[src/design/lsc_pkg.sv]
// Shared constants and types for the LED sink serial/mode control link
package lsc_pkg;

  // ----------------------------------------------------------------
  // Widths and reset values
  // ----------------------------------------------------------------
  localparam int CH_N = 16;
  localparam int CFG_W = 8;
  localparam logic [7:0] CFG_RESET = 8'hff;
  localparam logic [15:0] WORD_RESET = 16'h0000;

  // ----------------------------------------------------------------
  // Timing: 100 MHz core clock, serial edge every SCLK_DIV cycles
  // ----------------------------------------------------------------
  localparam int CLK_PERIOD_NS = 10;
  localparam int SCLK_DIV = 4;
  localparam logic [7:0] SCLK_DIV_LAST = 8'h03;
  localparam int DETECT_TIME_NS = 2000;
  localparam int DETECT_CYC = (DETECT_TIME_NS + CLK_PERIOD_NS - 1) / CLK_PERIOD_NS;
  localparam int DETECT_EDGES_RAW = (DETECT_CYC + SCLK_DIV - 1) / SCLK_DIV + 1;
  localparam int DETECT_EDGES = (DETECT_EDGES_RAW < 3) ? 3 : DETECT_EDGES_RAW;
  localparam int SEND_EDGES = 16;
  localparam int SWITCH_EDGES = 5;

  // ----------------------------------------------------------------
  // Controller register map and fields
  // ----------------------------------------------------------------
  localparam logic [7:0] CTRL_OFFS = 8'h00;
  localparam logic [7:0] DATA_OFFS = 8'h04;
  localparam logic [7:0] STAT_OFFS = 8'h08;
  localparam int CTRL_LAMPS_BIT = 8;
  localparam int STAT_BUSY_BIT = 0;
  localparam int STAT_SPECIAL_BIT = 1;
  localparam int STAT_REFUSED_BIT = 2;

  // Controller commands, written to CTRL bits [2:0]
  typedef enum logic [2:0] {
    OP_NONE = 3'h0,
    OP_SEND = 3'h1,
    OP_LATCH = 3'h2,
    OP_TO_SPECIAL = 3'h3,
    OP_TO_NORMAL = 3'h4,
    OP_DETECT = 3'h5
  } lsc_op_e;

  // Driver operating mode
  typedef enum logic [1:0] {
    MODE_NORMAL = 2'b01,
    MODE_SPECIAL = 2'b10
  } lsc_mode_e;

  // Controller sequencer state
  typedef enum logic [1:0] {
    CST_IDLE = 2'b01,
    CST_RUN = 2'b10
  } lsc_cst_e;

endpackage

[src/design/lsc_link_if.sv]
// Serial link between the system controller and the LED sink driver
`timescale 1ns/1ps
interface lsc_link_if;
  logic shift_en;
  logic serial_in;
  logic latch_mode_select_line;
  logic enable_detect_n_line;
  logic serial_out;

  modport dev (
    input shift_en,
    input serial_in,
    input latch_mode_select_line,
    input enable_detect_n_line,
    output serial_out
  );

  modport ctl (
    output shift_en,
    output serial_in,
    output latch_mode_select_line,
    output enable_detect_n_line,
    input serial_out
  );
endinterface

[src/design/lsc_ctrl.sv]
// System controller end: register port in, serial sequences out
`timescale 1ns/1ps
module lsc_ctrl
  import lsc_pkg::*;
(
  input wire logic ref_clk,
  input wire logic rst,
  lsc_link_if.ctl link,
  input wire logic [7:0] addr,
  input wire logic [31:0] wdata,
  input wire logic wr,
  input wire logic rd,
  output logic [31:0] rdata
);

  // ----------------------------------------------------------------
  // Sequence tables
  // ----------------------------------------------------------------
  // Number of serial edges a command takes
  function automatic logic [7:0] edge_count(input lsc_op_e op);
    case (op)
      OP_SEND: edge_count = 8'(SEND_EDGES);
      OP_LATCH: edge_count = 8'd1;
      OP_TO_SPECIAL: edge_count = 8'(SWITCH_EDGES);
      OP_TO_NORMAL: edge_count = 8'(SWITCH_EDGES);
      OP_DETECT: edge_count = 8'(DETECT_EDGES);
      default: edge_count = 8'd1;
    endcase
  endfunction

  // Pin levels {latch, enable_n, data} for edge k of a command
  function automatic logic [2:0] edge_bits(input lsc_op_e op, input logic [7:0] k,
                                           input logic [15:0] tx, input logic lamps);
    logic [3:0] idx;
    idx = 4'd15 - k[3:0];
    case (op)
      OP_SEND: edge_bits = {1'b0, ~lamps, tx[idx]};
      OP_LATCH: edge_bits = {1'b1, ~lamps, 1'b0};
      // High, low, high, then the mode pick and a quiet fifth edge
      OP_TO_SPECIAL, OP_TO_NORMAL:
        edge_bits = {(k == 8'd3) && (op == OP_TO_SPECIAL), k != 8'd1, 1'b0};
      // Low for the whole run; enable rises only in idle, so no strobe
      // shifts the captured status before SEND reads it back
      OP_DETECT: edge_bits = {1'b0, 1'b0, 1'b0};
      default: edge_bits = {1'b0, ~lamps, 1'b0};
    endcase
  endfunction

  // ----------------------------------------------------------------
  // State
  // ----------------------------------------------------------------
  lsc_cst_e st_q;
  lsc_op_e op_q;
  logic [7:0] k_q;
  logic [7:0] div_q;
  logic [15:0] tx_q;
  logic [15:0] rx_q;
  logic lamps_q;
  logic special_q;
  logic dirty_q;
  logic refused_q;
  logic [2:0] pins_q;
  logic strobe_q;
  logic [31:0] rdata_q;

  // ----------------------------------------------------------------
  // Command decode
  // ----------------------------------------------------------------
  wire busy = (st_q == CST_RUN);
  wire ctrl_wr = wr & (addr == CTRL_OFFS);
  wire [2:0] op_field = wdata[2:0];
  wire op_valid = (op_field >= 3'h1) && (op_field <= 3'h5);
  lsc_op_e op_new;
  assign op_new = lsc_op_e'(op_field);
  // Captured status must not land in the configuration latch
  wire unsafe = (op_new == OP_LATCH) & special_q & dirty_q;
  wire go = ctrl_wr & op_valid & ~busy & ~unsafe;
  wire strobe_due = busy & (div_q == SCLK_DIV_LAST);
  wire last_edge = (k_q + 8'd1 == edge_count(op_q));

  // ----------------------------------------------------------------
  // Settings and software view
  // ----------------------------------------------------------------
  // Lamp enable and transmit word; a command repeats freely
  always_ff @(posedge ref_clk)
  begin
    if (rst)
    begin
      lamps_q <= 1'b0;
      tx_q <= WORD_RESET;
      refused_q <= 1'b0;
    end
    else
    begin
      if (ctrl_wr)
      begin
        lamps_q <= wdata[CTRL_LAMPS_BIT];
        refused_q <= op_valid & ~go;
      end
      if (wr & (addr == DATA_OFFS) & ~busy)
        tx_q <= wdata[15:0];
    end
  end

  // Read data one cycle after the strobe; unmapped reads return zero
  always_ff @(posedge ref_clk)
  begin
    if (rst)
      rdata_q <= 32'h0000_0000;
    else if (rd)
    begin
      case (addr)
        CTRL_OFFS: rdata_q <= {23'h0, lamps_q, 5'h0, op_q};
        DATA_OFFS: rdata_q <= {16'h0, rx_q};
        STAT_OFFS: rdata_q <= {29'h0, refused_q, special_q, busy};
        default: rdata_q <= 32'h0000_0000;
      endcase
    end
    else
      rdata_q <= 32'h0000_0000;
  end

  // ----------------------------------------------------------------
  // Sequencer
  // ----------------------------------------------------------------
  // Pins move on the edge at which the driver takes a strobe, so each
  // level stands a full serial period before it is sampled.
  always_ff @(posedge ref_clk)
  begin
    if (rst)
    begin
      st_q <= CST_IDLE;
      op_q <= OP_NONE;
      k_q <= 8'd0;
      div_q <= 8'd0;
      pins_q <= 3'b010;
      strobe_q <= 1'b0;
    end
    else
    begin
      strobe_q <= strobe_due;
      case (st_q)
        CST_IDLE:
        begin
          pins_q <= {1'b0, ~lamps_q, 1'b0};
          if (go)
          begin
            st_q <= CST_RUN;
            op_q <= op_new;
            k_q <= 8'd0;
            div_q <= 8'd0;
            pins_q <= edge_bits(op_new, 8'd0, tx_q, lamps_q);
          end
        end
        CST_RUN:
        begin
          div_q <= strobe_due ? 8'd0 : div_q + 8'd1;
          // Idle levels at once, so a latch pulse never outlives its edge
          if (strobe_q & last_edge)
          begin
            st_q <= CST_IDLE;
            pins_q <= {1'b0, ~lamps_q, 1'b0};
          end
          else if (strobe_q)
          begin
            k_q <= k_q + 8'd1;
            pins_q <= edge_bits(op_q, k_q + 8'd1, tx_q, lamps_q);
          end
        end
        default: st_q <= CST_IDLE;
      endcase
    end
  end

  // Shift in what the driver sends back; track mode and stale status
  always_ff @(posedge ref_clk)
  begin
    if (rst)
    begin
      rx_q <= WORD_RESET;
      special_q <= 1'b0;
      dirty_q <= 1'b0;
    end
    else if (strobe_due)
    begin
      rx_q <= {rx_q[14:0], link.serial_out};
      if (last_edge & (op_q == OP_TO_SPECIAL))
        special_q <= 1'b1;
      if (last_edge & (op_q == OP_TO_NORMAL))
        special_q <= 1'b0;
      if (last_edge & (op_q == OP_DETECT))
        dirty_q <= 1'b1;
      else if (last_edge & (op_q == OP_SEND))
        dirty_q <= 1'b0;
    end
  end

  // ----------------------------------------------------------------
  // Outputs
  // ----------------------------------------------------------------
  assign link.shift_en = strobe_q;
  assign link.latch_mode_select_line = pins_q[2];
  assign link.enable_detect_n_line = pins_q[1];
  assign link.serial_in = pins_q[0];
  assign rdata = rdata_q;

endmodule

[src/flat_wrapper.sv]
// flat-port wrapper written by rule: the top's interface ports become plain ports
module lsc_ctrl_flat import lsc_pkg::*;
  (ref_clk, rst, addr, wdata, wr, rd, rdata, link_shift_en, link_serial_in, link_latch_mode_select_line, link_enable_detect_n_line, link_serial_out);
  lsc_link_if link_i ();
  input wire logic ref_clk;
  input wire logic rst;
  input wire logic [7:0] addr;
  input wire logic [31:0] wdata;
  input wire logic wr;
  input wire logic rd;
  output logic [31:0] rdata;
  output wire logic [$bits(link_i.shift_en)-1:0] link_shift_en;
  output wire logic [$bits(link_i.serial_in)-1:0] link_serial_in;
  output wire logic [$bits(link_i.latch_mode_select_line)-1:0] link_latch_mode_select_line;
  output wire logic [$bits(link_i.enable_detect_n_line)-1:0] link_enable_detect_n_line;
  input wire logic [$bits(link_i.serial_out)-1:0] link_serial_out;
  assign link_shift_en = link_i.shift_en;
  assign link_serial_in = link_i.serial_in;
  assign link_latch_mode_select_line = link_i.latch_mode_select_line;
  assign link_enable_detect_n_line = link_i.enable_detect_n_line;
  assign link_i.serial_out = link_serial_out;
  lsc_ctrl u_core (.ref_clk(ref_clk), .rst(rst), .link(link_i), .addr(addr), .wdata(wdata), .wr(wr), .rd(rd), .rdata(rdata));
endmodule
[config.mk]
export PLATFORM = sky130hd
export DESIGN_NAME = lsc_ctrl_flat
export DESIGN_NICKNAME = d
export VERILOG_FILES = /design/src/design/lsc_pkg.sv /design/src/design/lsc_link_if.sv /design/src/design/lsc_ctrl.sv /design/src/flat_wrapper.sv
export SDC_FILE = /design/constraint.sdc
export NUM_CORES = 1
export LEC_CHECK = 0
export CAP_MARGIN = 20
export CORE_ASPECT_RATIO = 1.1
export CORE_MARGIN = 8
export CORE_UTILIZATION = 63
export DETAILED_ROUTE_END_ITERATION = 10
export DONT_BUFFER_PORTS = 1
export GPL_ROUTABILITY_DRIVEN = 0
export GPL_TIMING_DRIVEN = 0
export PLACE_DENSITY_LB_ADDON = 0.25
export SETUP_SLACK_MARGIN = 0.15
export SYNTH_ARGS = -nofsm -noshare
export SYNTH_HDL_FRONTEND = slang
export SYNTH_SLANG_ARGS = --single-unit
[constraint.sdc]
create_clock -name ref_clk -period 3.2 [get_ports ref_clk]
set_input_delay 0.16 -clock ref_clk [delete_from_list [all_inputs] [get_ports ref_clk]]
set_output_delay 0.16 -clock ref_clk [all_outputs]
set_load 0.005 [all_outputs]
==> results.txt <==
Core Region = 0.006043 mm^2
H-tree levels = 3
Slew Limit Fails = 0
CP max-delay cell = dfxtp_1
Top cell by count, worst path = inv_1
largest net degree at the start of global routing = 15
ranking of synthesized cells by area = dfxtp_1, mux2i_1, nand2_1
RSZ-0062 raised after global routing = no
global route overflow = 0
layout cells sized above 1 = 13.52%
sum of negative setup slack = 0 ns
endpoint class of the critical path = flip-flop
worst r2r dst = u_core.pins_q[0]$_SDFFE_PP0P_
chip height = 97.90 um
Routed Antenna Nets = 0
WP depth = 9
vias per cell = 5.984
Tightest Pin Transition = 0.6071 ns
Initial Util = 63.56%
worst vdd ir = 0.4053 mV
CP arrival = 3.11 ns
met1 wire length = 3.780 mm
Net Sw Power = 429.2 uW
Hold Crit Depth = 3
R2R setup slack = 0.31 ns
WL/cell = 16.98 um
Setup CP Type = reg -> reg
worst hold path endpoint = u_core.rdata[0]$_SDFF_PP0_
drc violations = 0
Worst path max stage delay = 0.48 ns
clock buffer depth = 2
slew margin rel. = 59.53%
main combinational cell family by area after synthesis = simple AND/OR/NAND/NOR gates
vias = 3,399
post-synthesis cell area = 0.003841 mm^2
# diodes = 0
number of DRC markers in iteration 0 = 259
Ports = 81
hold path start = addr[2]
Reg-to-Reg Start = u_core.k_q[0]$_SDFFE_PP0P_
Post-synth top flop = dfxtp_1
Core Rows = 30
Finished Core Util = 72.40%
sw frac = 23.03%
#FFs+latches synth = 77
initial antenna violation count = 0
Syn Area/Cell = 8.690 um^2
Startpoint Class = flip-flop
root buf cell = clkbuf_8
CTS tree = built
first-pass GRT wire length = 15.88 mm
Fin Clk Skew = 0.009817 ns
Synth async-reset ratio = 0%
die area = 0.008855 mm^2
post-synth top area share = 40.13%
Clock Power Share = 44.6%
most frequent cells in the layout = dfxtp_1, nand2_1, nor2_1
register area share after synthesis = 40.13%
TritonCTS Sinks = 77
mux contribution to synthesized area = 8.730%
worst hold path type = in -> reg
Synth Area in Adders = 1.303%
worst skew pair latency = 0.35 ns
first drt pass iteration count = 7
P per Cell Area = 425.9 mW/mm^2
Die Span X = 90.45 um
Post-Synthesis Cells = 442
Top Layer Used = met4
met3 routed WL = 750 um
status = complete, no violations
Clock transition at path regs = 0.09 ns
complex-gate fraction of the synthesized area = 16.35%
Crit Path Max Fanout = 10
GRT Total Usage = 21.85%
Achievable Freq = 345.7 MHz
Yosys warning count = 0
Yosys cell types = 73
Worst path top cell family by delay = compound AO/OA/AOI/OAI gates
fraction of the cycle the final worst path needs = 90.39%
Detailed Place HPWL = 6.728 mm
Setup violations, final = 0
worst reg-to-reg path cell count = 9
Buffers on Ports = 0
WL final = 9.647 mm
Yosys top cell by area = dfxtp_1
Critical Path RT = 3.42 ns
WP buf/inv = 3
simple-gate share of the synthesized area = 24.20%
sequential power share = 51.4%
Post-synth EDFFs = 0
metal2 WL = 4.877 mm
max-cap viol count = 0
XOR/XNOR share of the synthesized area = 1.954%
Final Hold Fails = 0
Nets = 532
Comb pwr share = 4.0%
total CTS buffers = 9
area delta synth->final = 13.91%
vias in the first global route = 3,402
cells along the critical path = buf_2 -> inv_1 -> ha_1 -> inv_1 -> nor3_1 -> mux2_4 -> o2111ai_2 -> o21ai_0 -> o22ai_1
final critical-path required period = 2.892 ns
Leak = 1.579 nW
internal power = 1.434 mW
commonest non-fill, non-tap cell in the layout = dfxtp_1
-- cells in the mapped netlist, types with 3 or more instances --
master     number
a211oi_1        4
a21oi_1        36
and2_1         12
and3_1          4
buf_2           6
buf_4          19
clkbuf_1       14
dfxtp_1        77
ha_1            4
inv_1           9
mux2i_1        23
mux4_2          4
nand2_1        58
nand2b_1        6
nand3_1        12
nand4_1         5
nor2_1         44
nor2b_1         8
nor3_1         10
nor4_1          3
o2111ai_1       3
o21ai_0         7
o21ai_1         5
o22ai_1         4
o31ai_1         4
-- power groups by stage --
stage          registers (mW)  logic [mW]  clock network (mW)
3_5_place_dp            0.980      0.0562                   0
5_1_grt                 0.958      0.0799               0.871
4_1_cts                 0.958      0.0718               0.830
2_1_floorplan           0.980      0.0455                   0
6_report                0.958      0.0747               0.831
3_3_place_gp            0.980      0.0556                   0
-- timing repair --
item / 4_1_cts / 5_1_grt
gates resized for setup: 0 / 1
buffers inserted: 0 / 0
hold buffers: 15 / 0
setup endpoints to repair: 0 / 2
hold endpoints to repair: 17 / 0
-- area by class of cell --
class                           count  area [um^2]
Buffer                             42        244.0
Clock buffer                        9        123.9
Clock inverter                      7        97.59
Fill cell                         445         1668
Inverter                            9        33.78
Multi-Input combinational cell    329         2085
Sequential cell                    77         1541
Tap cell                           80        100.1
Timing Repair Buffer               15        150.1
-- flip-flops by register name, indices dropped and copies added, names as in the netlist, 2 cells and up --
name,count
u_core.rdata,16
u_core.rx_q,16
u_core.tx_q,16
u_core.div_q,8
u_core.k_q,8
u_core.op_q,3
u_core.pins_q,3
u_core.st_q,2
-- worst reg2reg max path: cells and delay by family, from the launching register on --
family	cells	cell delay [ns]
compound gates	3	0.81
fa+ha+maj	1	0.47
buf+inv	3	0.57
flops	1	0.48
mux	1	0.22
simple gates	1	0.21
-- through the flow --
| step | area (um^2) | std cells | hold slack, ns | total power, mW | setup slack [ns] |
|---|---|---|---|---|---|
| 2_1_floorplan | 3897 | 457 | 0.2960 | 1.026 | 0.8207 |
| 3_3_place_gp | 3998 | 537 | 0.3005 | 1.036 | 0.3111 |
| 3_5_place_dp | 3998 | 537 | 0.3062 | 1.037 | 0.2959 |
| 4_1_cts | 4369 | 568 | 0.01270 | 1.860 | 0.2480 |
| 5_1_grt | 4375 | 568 | 0.04369 | 1.908 | 0.2635 |
| 6_report | 4375 | 568 | 0.02597 | 1.864 | 0.3076 |
-- kinds of logic after synthesis --
group           count (synthesis)
compound gates                 92
xor+xnor                        6
fa+ha+maj                       4
buf+inv                        51
flops                          77
mux                            28
other cells                     1
simple gates                  183
-- routing by layer --
metal | up-vias | track usage, %
met5 | - | 0
met1 | 1605 | 23.22
li1 | 1610 | -
met3 | 25 | 5.909
met2 | 159 | 39.40
met4 | 0 | 9.744
-- worst max path at each step --
stage | from | to | slack [ns]
floorplan | u_core.k_q[0]$_SDFFE_PP0P_ | u_core.pins_q[1]$_SDFFE_PP1P_ | 0.82
global placement | u_core.k_q[0]$_SDFFE_PP0P_ | u_core.st_q[0]$_SDFFE_PP1P_ | 0.31
detailed placement | u_core.k_q[0]$_SDFFE_PP0P_ | u_core.st_q[0]$_SDFFE_PP1P_ | 0.30
CTS | u_core.k_q[0]$_SDFFE_PP0P_ | u_core.st_q[0]$_SDFFE_PP1P_ | 0.25
global route | u_core.k_q[0]$_SDFFE_PP0P_ | u_core.pins_q[0]$_SDFFE_PP0P_ | 0.26
finish | u_core.k_q[0]$_SDFFE_PP0P_ | u_core.pins_q[0]$_SDFFE_PP0P_ | 0.31
(Power assumes the default switching activity.)
